[src/ccrsd_defines.svh]
// Purpose: Offsets, field positions, reset values and counts
// Assumes: APB, 32-bit data, one word per register
// Notes: Definitions only
`ifndef CCRSD_DEFINES_SVH
`define CCRSD_DEFINES_SVH

// ==========================================================
// Register offsets
`define CCRSD_RAW_OFS 12'h000
`define CCRSD_RATIO_OFS 12'h004
`define CCRSD_STATUS_OFS 12'h008
`define CCRSD_CTRL_OFS 12'h00c

// ==========================================================
// Field positions
`define CCRSD_RAW_PLAT 0
`define CCRSD_RAW_CORE0 4
`define CCRSD_RAW_CORE1 8
`define CCRSD_RAW_MEM 12
`define CCRSD_RAT_PLAT 0
`define CCRSD_RAT_CORE0 4
`define CCRSD_RAT_CORE1 8
`define CCRSD_RAT_MEM 12
`define CCRSD_RAT_SYNC 16
`define CCRSD_ST_CAPT 0
`define CCRSD_ST_PRSV 1
`define CCRSD_ST_C0RSV 2
`define CCRSD_ST_C1RSV 3
`define CCRSD_ST_REFNEED 4
`define CCRSD_CTRL_MCLKEN 0

// ==========================================================
// Reset values and timing
`define CCRSD_CTRL_RST 1'h1
`define CCRSD_SETTLE_CYC 2'h3

`endif

[src/ccrsd_pkg.sv]
// Purpose: Types shared by the strap decoder files
// Assumes: Nothing beyond the defines header
// Notes: Ratios kept as integer numerators, cores in halves
package ccrsd_pkg;

  // ==========================================================
  // Decoded selections
  typedef struct packed {
    logic [3:0] plat_num;
    logic [3:0] core0_half;
    logic [3:0] core1_half;
    logic [3:0] mem_num;
    logic mem_sync;
  } ccrsd_ratio_t;

  // ==========================================================
  // Capture sequencer
  typedef enum logic [0:0] {
    CCRSD_WAIT,
    CCRSD_HELD
  } ccrsd_state_t;

endpackage

[src/ccrsd_core_dec.sv]
// Purpose: Core to platform ratio decoder, in half steps
// Assumes: Same encoding for both cores
// Notes: Reserved codes give zero and a flag
`timescale 1ns/10ps
`default_nettype none

module ccrsd_core_dec (
  // Strap code
  input wire logic [2:0] code,
  // Decoded ratio
  output logic [3:0] half,
  output logic rsvd
);

  // ==========================================================
  // Decode
  always_comb begin
    rsvd = 1'b0;
    unique case (code)
      3'h0, 3'h1, 3'h2: begin
        half = 4'h0;
        rsvd = 1'b1;
      end
      3'h3: half = 4'h3;
      3'h4: half = 4'h4;
      3'h5: half = 4'h5;
      3'h6: half = 4'h6;
      3'h7: half = 4'h7;
    endcase
  end

endmodule

`default_nettype wire

[src/ccrsd_strap_sync.sv]
// Purpose: Two-stage synchroniser for one 3-bit strap group
// Assumes: Straps are static pins during power-on reset
// Notes: First stage feeds only the second
`timescale 1ns/10ps
`default_nettype none

module ccrsd_strap_sync (
  // Clock and reset
  input wire logic pclk,
  input wire logic presetn,
  // Pins and synchronised value
  input wire logic [2:0] pin,
  output logic [2:0] sync_q
);

  logic [2:0] meta_reg;

  // ==========================================================
  // Per-bit synchroniser
  genvar i;
  generate
    for (i = 0; i < 3; i = i + 1) begin : g_bit
      always_ff @(posedge pclk or negedge presetn) begin
        if (!presetn) begin
          meta_reg[i] <= 1'b0;
          sync_q[i] <= 1'b0;
        end else begin
          meta_reg[i] <= pin[i];
          sync_q[i] <= meta_reg[i];
        end
      end
    end
  endgenerate

endmodule

`default_nettype wire

[src/ccrsd_top.sv]
// Purpose: Strap capture and clock ratio decode with APB view
// Assumes: pclk is the platform bus clock, 125 MHz
// Notes: Selections are frozen until the next reset
`timescale 1ns/10ps
`include "ccrsd_defines.svh"
`default_nettype none

module ccrsd_top (
  // Clock and reset
  input wire logic pclk,
  input wire logic presetn,
  // APB slave
  input wire logic [11:0] paddr,
  input wire logic psel,
  input wire logic penable,
  input wire logic pwrite,
  input wire logic [31:0] pwdata,
  input wire logic [3:0] pstrb,
  output logic [31:0] prdata,
  output logic pready,
  output logic pslverr,
  // Strap pins
  input wire logic [2:0] platform_ratio_straps,
  input wire logic core0_ratio_strap_msb,
  input wire logic core0_ratio_strap_mid,
  input wire logic core0_ratio_strap_lsb,
  input wire logic core1_ratio_strap_msb,
  input wire logic core1_ratio_strap_mid,
  input wire logic core1_ratio_strap_lsb,
  input wire logic mem_ratio_strap_msb,
  input wire logic mem_ratio_strap_mid,
  input wire logic mem_ratio_strap_lsb,
  // Selections to the clock generators
  output ccrsd_pkg::ccrsd_ratio_t ratio_sel,
  output logic straps_captured,
  output logic plat_code_rsvd,
  output logic core0_code_rsvd,
  output logic core1_code_rsvd,
  output logic mem_ref_clk_needed,
  output logic [1:0] mem_ctrl_sync,
  output logic mem_ctrl_clk_from_pll,
  output logic memory_bus_clock_out
);

  logic [2:0] plat_s;
  logic [2:0] core0_s;
  logic [2:0] core1_s;
  logic [2:0] mem_s;
  logic [3:0] core0_half;
  logic [3:0] core1_half;
  logic core0_rsvd;
  logic core1_rsvd;
  logic [3:0] plat_num;
  logic plat_rsvd;
  logic [3:0] mem_num;
  logic mem_sync;
  logic [14:0] raw_reg;
  logic [1:0] cnt_reg;
  logic capture;
  logic rel_reg;
  logic mclk_en_reg;
  logic mclk_reg;
  logic [31:0] rdata_next;
  logic err_next;
  logic setup;
  logic wr_acc;
  ccrsd_pkg::ccrsd_state_t state_reg;

  // ==========================================================
  // Pin synchronisers
  ccrsd_strap_sync u_sync_plat (.pclk(pclk), .presetn(presetn),
    .pin(platform_ratio_straps), .sync_q(plat_s));

  ccrsd_strap_sync u_sync_core0 (.pclk(pclk), .presetn(presetn),
    .pin({core0_ratio_strap_msb, core0_ratio_strap_mid,
          core0_ratio_strap_lsb}), .sync_q(core0_s));

  ccrsd_strap_sync u_sync_core1 (.pclk(pclk), .presetn(presetn),
    .pin({core1_ratio_strap_msb, core1_ratio_strap_mid,
          core1_ratio_strap_lsb}), .sync_q(core1_s));

  ccrsd_strap_sync u_sync_mem (.pclk(pclk), .presetn(presetn),
    .pin({mem_ratio_strap_msb, mem_ratio_strap_mid,
          mem_ratio_strap_lsb}), .sync_q(mem_s));

  // ==========================================================
  // Decoders
  // Separate instances keep the two cores independent
  ccrsd_core_dec u_dec_core0 (
    .code(core0_s), .half(core0_half), .rsvd(core0_rsvd));

  ccrsd_core_dec u_dec_core1 (
    .code(core1_s), .half(core1_half), .rsvd(core1_rsvd));

  // No default ratio exists, so reserved codes give zero and raise a flag
  always_comb begin
    plat_rsvd = 1'b0;
    unique case (plat_s)
      3'h0: plat_num = 4'h4;
      3'h1: plat_num = 4'h5;
      3'h2: plat_num = 4'h6;
      3'h3: plat_num = 4'h8;
      3'h4: plat_num = 4'ha;
      3'h5: plat_num = 4'hc;
      3'h6, 3'h7: begin
        plat_num = 4'h0;
        plat_rsvd = 1'b1;
      end
    endcase
  end

  always_comb begin
    mem_sync = 1'b0;
    unique case (mem_s)
      3'h0: mem_num = 4'h3;
      3'h1: mem_num = 4'h4;
      3'h2: mem_num = 4'h6;
      3'h3: mem_num = 4'h8;
      3'h4: mem_num = 4'ha;
      3'h5: mem_num = 4'hc;
      3'h6: mem_num = 4'he;
      3'h7: begin
        mem_num = 4'h0;
        mem_sync = 1'b1;
      end
    endcase
  end

  // ==========================================================
  // Capture sequencer
  // Waits out the synchroniser so no pre-reset value is taken
  assign capture = (state_reg == ccrsd_pkg::CCRSD_WAIT) &&
                   (cnt_reg == `CCRSD_SETTLE_CYC - 2'h1);

  always_ff @(posedge pclk or negedge presetn) begin
    if (!presetn) begin
      state_reg <= ccrsd_pkg::CCRSD_WAIT;
      cnt_reg <= 2'h0;
    end else begin
      unique case (state_reg)
        ccrsd_pkg::CCRSD_WAIT: begin
          cnt_reg <= cnt_reg + 2'h1;
          if (capture) begin
            state_reg <= ccrsd_pkg::CCRSD_HELD;
          end
        end
        ccrsd_pkg::CCRSD_HELD: begin
          cnt_reg <= cnt_reg;
        end
      endcase
    end
  end

  always_ff @(posedge pclk or negedge presetn) begin
    if (!presetn) begin
      ratio_sel <= '0;
      raw_reg <= 15'h0000;
      plat_code_rsvd <= 1'b0;
      core0_code_rsvd <= 1'b0;
      core1_code_rsvd <= 1'b0;
      straps_captured <= 1'b0;
    end else if (capture) begin
      ratio_sel.plat_num <= plat_num;
      ratio_sel.core0_half <= core0_half;
      ratio_sel.core1_half <= core1_half;
      ratio_sel.mem_num <= mem_num;
      ratio_sel.mem_sync <= mem_sync;
      raw_reg <= {mem_s, 1'b0, core1_s, 1'b0, core0_s, 1'b0, plat_s};
      plat_code_rsvd <= plat_rsvd;
      core0_code_rsvd <= core0_rsvd;
      core1_code_rsvd <= core1_rsvd;
      straps_captured <= 1'b1;
    end
  end

  // ==========================================================
  // Memory clocking selections
  // Mixed modes are impossible: one bit drives both controllers
  assign mem_ctrl_sync = {2{ratio_sel.mem_sync}};
  assign mem_ctrl_clk_from_pll = straps_captured &&
                                 !ratio_sel.mem_sync;
  assign mem_ref_clk_needed = straps_captured &&
                              !ratio_sel.mem_sync;

  // Synchronous bus clock toggles every platform edge: half rate
  // Asynchronous bus clock comes from the memory PLL path instead
  always_ff @(posedge pclk or negedge presetn) begin
    if (!presetn) begin
      mclk_reg <= 1'b0;
    end else if (ratio_sel.mem_sync && mclk_en_reg) begin
      mclk_reg <= !mclk_reg;
    end else begin
      mclk_reg <= 1'b0;
    end
  end

  assign memory_bus_clock_out = mclk_reg;

  // ==========================================================
  // APB slave
  // Zero wait states; read data is prepared in the setup cycle
  assign pready = 1'b1;
  assign setup = psel && !penable;
  assign wr_acc = psel && penable && pwrite;

  always_comb begin
    rdata_next = 32'h00000000;
    err_next = 1'b0;
    unique case (paddr)
      `CCRSD_RAW_OFS: begin
        rdata_next[14:0] = raw_reg;
        err_next = pwrite;
      end
      `CCRSD_RATIO_OFS: begin
        rdata_next[`CCRSD_RAT_PLAT +: 4] = ratio_sel.plat_num;
        rdata_next[`CCRSD_RAT_CORE0 +: 4] = ratio_sel.core0_half;
        rdata_next[`CCRSD_RAT_CORE1 +: 4] = ratio_sel.core1_half;
        rdata_next[`CCRSD_RAT_MEM +: 4] = ratio_sel.mem_num;
        rdata_next[`CCRSD_RAT_SYNC] = ratio_sel.mem_sync;
        err_next = pwrite;
      end
      `CCRSD_STATUS_OFS: begin
        rdata_next[`CCRSD_ST_CAPT] = straps_captured;
        rdata_next[`CCRSD_ST_PRSV] = plat_code_rsvd;
        rdata_next[`CCRSD_ST_C0RSV] = core0_code_rsvd;
        rdata_next[`CCRSD_ST_C1RSV] = core1_code_rsvd;
        rdata_next[`CCRSD_ST_REFNEED] = mem_ref_clk_needed;
        err_next = pwrite;
      end
      `CCRSD_CTRL_OFS: begin
        rdata_next[`CCRSD_CTRL_MCLKEN] = mclk_en_reg;
      end
      default: begin
        err_next = 1'b1;
      end
    endcase
  end

  always_ff @(posedge pclk or negedge presetn) begin
    if (!presetn) begin
      prdata <= 32'h00000000;
      pslverr <= 1'b0;
    end else if (setup) begin
      prdata <= pwrite ? 32'h00000000 : rdata_next;
      pslverr <= err_next;
    end
  end

  always_ff @(posedge pclk or negedge presetn) begin
    if (!presetn) begin
      mclk_en_reg <= `CCRSD_CTRL_RST;
    end else if (wr_acc && (paddr == `CCRSD_CTRL_OFS) && pstrb[0]) begin
      mclk_en_reg <= pwdata[`CCRSD_CTRL_MCLKEN];
    end
  end

  // ==========================================================
  // Checks
  always_ff @(posedge pclk or negedge presetn) begin
    if (!presetn) begin
      rel_reg <= 1'b0;
    end else begin
      rel_reg <= 1'b1;
    end
  end
endmodule

`default_nettype wire

[config.mk]
export PLATFORM = sky130hd
export DESIGN_NAME = ccrsd_top
export DESIGN_NICKNAME = d
export VERILOG_FILES = /design/src/ccrsd_pkg.sv /design/src/ccrsd_core_dec.sv /design/src/ccrsd_strap_sync.sv /design/src/ccrsd_top.sv
export VERILOG_INCLUDE_DIRS = /design/src
export SDC_FILE = /design/constraint.sdc
export NUM_CORES = 1
export LEC_CHECK = 0
export BUFFER_PORTS_ARGS = -buffer_cell sky130_fd_sc_hd__buf_2
export CAP_MARGIN = 30
export CORE_ASPECT_RATIO = 0.75
export CORE_MARGIN = 2
export CORE_UTILIZATION = 48
export CTS_BUF_LIST = sky130_fd_sc_hd__clkbuf_8 sky130_fd_sc_hd__clkbuf_16
export DETAILED_ROUTE_END_ITERATION = 10
export GPL_TIMING_DRIVEN = 0
export HOLD_SLACK_MARGIN = 0.02
export PLACE_DENSITY_LB_ADDON = 0.25
export SYNTH_ARGS = -nofsm -noshare
export SYNTH_HDL_FRONTEND = slang
export SYNTH_SLANG_ARGS = --single-unit
export TNS_END_PERCENT = 30
[constraint.sdc]
create_clock -name pclk -period 2.05 [get_ports pclk]
set_clock_uncertainty 0.1 [all_clocks]
set_input_delay 0 -clock pclk [delete_from_list [all_inputs] [get_ports pclk]]
set_output_delay 0 -clock pclk [all_outputs]
set_load 0.005 [all_outputs]
* After elaboration in Yosys (flattened, before gate mapping)
Cells that the tools add are included.
** Cells by class
- $add $sub $neg :: 1
- Bitwise operators :: 1
- Reductions and logical operators :: 20
- Multiplexer cells :: 18
- Equal/unequal tests :: 32
** Operators by type and width (number)
- $eq 3x3->1 const B :: 16
- $pmux 4 s6 :: 2
- $pmux 4 s8 :: 1
- $pmux 4 s7 :: 1
- $eq 12x4->1 const B :: 2
- $eq 3x2->1 const B :: 8
- $pmux 10 s2 :: 1
- $mux 17 :: 1
- $eq 12x3->1 const B :: 1
- $eq 3x1->1 const B :: 4
- $logic_not 12->1 :: 1
- $logic_not 3->1 :: 4
- $pmux 4 s3 :: 1
- $reduce_or 3->1 :: 3
- $logic_and 1x1->1 :: 8
- $mux 1 :: 7
- $mux 2 :: 2
- $pmux 1 s4 :: 1
- $logic_not 1->1 :: 3
- $add 2x1->2 const B :: 1
- $eq 2x2->1 const B :: 1
- $pmux 1 s2 :: 1
- $reduce_or 2->1 :: 1
- $not 1->1 :: 1
** Word-level totals
- Logic and storage cells :: 112
- Output and inout bits :: 60
- Bits in registers :: 95
- Input port bits :: 65

* Logic depth before layout (Yosys ltp)
- Word-level depth :: 4
- Depth in mapped cells :: 7
- Mapped depth without buffers :: 5

* Modules after synthesis
Synthesis repeated with hierarchy kept, for this count alone.
** Second synthesis, totals
- Cells, all modules :: 262
- Area total of the unflattened synthesis :: 3300.7 um2
** By module, submodules not included
- ccrsd_top :: area an instance 2630.0 um2, cells each 226, times used 1
- ccrsd_strap_sync :: area an instance 150.1 um2, cells each 6, times used 4
- ccrsd_core_dec :: area an instance 35.0 um2, cells each 6, times used 2

* Least setup slack after synthesis
Ideal clock, no wire load.
- Path type :: input to register
- Start :: input port paddr[5]
- End :: register prdata[10]
- Path buffers :: 1
- Required time :: 1.874 ns
- Setup time :: 0.076 ns
- Stages :: 5
- Arrival time :: 1.515 ns
- Path slack :: 0.358 ns
- Path through :: or4_4 > or3_4 > or3_1 > buf_6 > o21ai_1
** Between the ends
- Longest elaborated chain between the ends :: 3
- Elaborated cells on any way between the ends :: 4
- Classes of those cells :: 1 x eq/ne; 2 x mux; 1 x reduce/logical
** Ends and longest elaborated chain
- from (decl) :: RTL line ccrsd_top.sv:13 : input wire logic [11:0] paddr,
- $eq 12x3->1 / $logic_not 12->1 (equally long branches) :: RTL line ccrsd_top.sv:209 : unique case (paddr)
- $pmux 10 s2 (*) :: RTL line ccrsd_top.sv:209
- $mux 17 (*) :: RTL line ccrsd_top.sv:244 : prdata <= pwrite ? 32'h00000000 : rdata_next;
- to (signal assigned) :: RTL line ccrsd_top.sv:244
- to (decl) :: RTL line ccrsd_top.sv:19 : output logic [31:0] prdata,
Mark *: on every way between the ends. The rest lies on a longest branch, timed or not.
A chain may end at the register's enable or synchronous reset.

* Final worst setup path
- Start :: input port paddr[1]
- End :: register mclk_en_reg
** Between the ends
- Longest elaborated chain between the ends :: 3
** Ends and longest elaborated chain
- $eq 12x4->1
- $logic_and 1x1->1 (2 in a row) :: RTL line ccrsd_top.sv:252 : end else if (wr_acc && (paddr == `CCRSD_CTRL_OFS) && pstrb[0]) begin
- to (signal assigned) :: RTL line ccrsd_top.sv:251 : mclk_en_reg <= `CCRSD_CTRL_RST;
- to (signal assigned) :: RTL line ccrsd_top.sv:253 : mclk_en_reg <= pwdata[`CCRSD_CTRL_MCLKEN];
- to (decl) :: RTL line ccrsd_top.sv:61 : logic mclk_en_reg;
No other way between the ends.

==> summary.md <==
| Metric | Value |
|---|---|
| Initial DRT Pass Iterations | `4` |
| CP peak stage delay | `590 ps` |
| PortBufs | `69` |
| Syn Area/Cell | `11.1 um2` |
| Initial antenna violation count | `0` |
| Vias in the first global route | `2134` |
| Syn. warnings | `0` |
| Setup violations, final | `0` |
| Worst-skew pair later-pin latency | `340 ps` |
| Run status | `finished, final reports clean` |
| CTS Sinks | `76` |
| Area Growth Syn to Fin | `34.1%` |
| H-Tree Depth | `3` |
| Multi-input logic area | `980 um2` |
| Nets@finish | `463` |
| Hold Crit Depth | `5` |
| RSZ-0062 raised after global routing | `no` |
| DRT antenna net count | `0` |
| Detail-routed net length per standard cell | `13.0 um` |
| CTS clock-pin slew for the worst setup and hold paths | `70 ps` |
| Fmax | `498 MHz` |
| Core ar. | `0.00619 mm2` |
| Starting Density | `49.0%` |
| Ys async rst share | `100%` |
| Worst Setup End Kind | `register` |
| Minimum clock period | `2010 ps` |
| Vias after detailed routing | `2276` |
| Worst vdd ir | `0.560 mV` |
| Top post-synthesis cells by area | `dfrtp_1 (62%), nand2_1 (8.9%), buf_4 (5.7%)` |
| Commonest cells post-synth | `dfrtp_1 (75), nand2_1 (72), buf_4 (23)` |
| CTS tree | `yes` |
| Initial drt markers | `146` |
| Fin. max-slew vios | `0` |
| Max FFs per register | `15` |
| CP Data Required Time | `2220 ps` |
| Global Route Usage Sum | `19.7%` |
| Final Instance Area | `0.00407 mm2` |
| Core Util, Final | `65.7%` |
| Reg2Reg Depth | `6` |
| Critical path fanouts, max | `4` |
| Ports | `125` |
| Ant diodes | `0` |
| Mapped Area | `0.00303 mm2` |
| Gpl congestion | `0.800` |
| # fillers | `503` |
| CP Cell Sequence | `buf_2 > or4_1 > or3_4 > nor3_2 > mux2_2 > dlygate4sd3_1` |
| Storage element area | `0.00190 mm2` |
| Via/cell ratio | `4.71` |
| Final Total Pwr | `0.00315 W` |
| Tcrit/Tclk final | `97.9%` |
| CP Launch Type | `primary input` |
| Max Cap Violations | `0` |
| Area share of the largest cell type after synthesis | `61.9%` |
| Leakage | `2.09 nW` |
| Post-synth cell types | `41` |
| Share of layout cells above drive strength 1 | `31.1%` |
| Vert. Die Dim | `72.9 um` |
| Post-synthesis register bit count | `76` |
| Final Hold Vio Count | `0` |
| Post-place instance area | `0.00357 mm2` |
| Top_reg_cell synth | `dfrtp_1` |
| Clock buffer depth | `2` |
| Routed WL | `6270 um` |
| Crit path max-delay cell type | `or4_1` |
| Arrival @ worst endpoint | `2180 ps` |
| Sequential fraction of the synthesis area | `62.7%` |
| Hold/Removal Path Class | `primary input to register` |
| First-pass GRT wire length | `10200 um` |
| Die area | `0.00698 mm2` |
| PD cells | `774 mW/mm2` |
| Post-CTS setup buffers | `0` |
| Slew @ Worst Pin | `766 ps` |
| Post-synth EDFFs | `0` |
| Crit Path Category | `primary input to register` |
| Total gr overflow | `0` |
| Total negative slack | `0 ps` |
| # rows | `25` |
| Root Buffer | `clkbuf_8` |
| Max-slew headroom | `48.5%` |
| Post-synth top area cell | `dfrtp_1` |
| Remaining DRCs | `0` |
| Largest net degree at the start of global routing | `41` |
| Worst-case hold slack | `24.0 ps` |
| Most frequent cell after synthesis | `dfrtp_1` |
| Hpwl dp | `4360 um` |
| Post-Synthesis Cells | `273` |
| Total CTS buffers | `9` |
| Die X | `95.8 um` |
==> path summary, 6_finish.rpt <==
check / slack, ps / endpoint / start
setup reg to reg: 180 / ratio_sel[15] / cnt_reg[0]
max in group asynchronous: 1170 / mclk_en_reg / presetn
hold reg to reg: 250 / u_sync_plat.sync_q[1] / u_sync_plat.meta_reg[1]
hold / removal: 20 / prdata[4] / paddr[8]
setup / recovery: 40 / mclk_en_reg / paddr[1]
min in group asynchronous: 50 / prdata[6] / presetn
==> where the power goes <==
group          internal (W)  switching, W  total [W]
sequential          0.00156     0.0000481    0.00161
clock              0.000781      0.000508    0.00129
combinational      0.000137      0.000114   0.000252
==> cell type report <==
type	count	area share, %
buffer	34	5.48
tap	81	2.49
clock inverter	4	1.72
sequential	76	46.8
timing repair buffer	95	15.2
inverter	2	0.185
multi-input combinational	179	24.1
clock buffer	12	4.06
==> cell families after synthesis <==
family | synth area share (%)
adder cells (fa/ha/maj) | 0.412
AND/OR/NAND/NOR | 15.0
AO/OA/AOI/OAI | 7.75
multiplexers | 5.15
buffers and inverters | 7.59
XOR/XNOR | 1.15
other | 0.248
flip-flops | 62.7
==> repair_timing <==
item                                   CTS  global route
hold buffers                            25             0
setup endpoints to repair                0             3
endpoints found under the hold margin   96             0
resized for setup                        0             2
==> cell usage in the layout, fill, tap and decap left out, drive strengths merged, types with 4 or more instances in the layout <==
| cell | Yosys | final |
|---|---|---|
| clkbuf | 8 | 20 |
| buf | 26 | 96 |
| conb | 2 | 20 |
| dlygate4sd3 | 0 | 25 |
| nand2 | 72 | 72 |
| nand3 | 4 | 4 |
| dfrtp | 75 | 75 |
| a22oi | 4 | 4 |
| mux2i | 10 | 10 |
| nand2b | 5 | 5 |
| o21ai | 26 | 26 |
==> critical path, delay by kind of cell <==
family	cells	cell delay (ps)
and+or+nand+nor	3	1180
buffers and inverters	2	660
muxes	1	340
==> per-layer routing <==
| metal | track usage (%) | routed length [um] |
|---|---|---|
| met1 | 27.1 | 2970 |
| met2 | 29.1 | 2800 |
| met3 | 7.23 | 408 |
| met4 | 6.98 | 90 |
| met5 | 0 | 0 |
==> per-stage QoR <==
| stage | setup WS [ps] | std cells |
|---|---|---|
| CTS | 40.2 | 483 |
| floorplan | 358 | 291 |
| global route | 14.8 | 483 |
| finish | 43.8 | 483 |
| global placement | 147 | 441 |
| detailed placement | 143 | 442 |
Power figures use the tool's default switching activity.
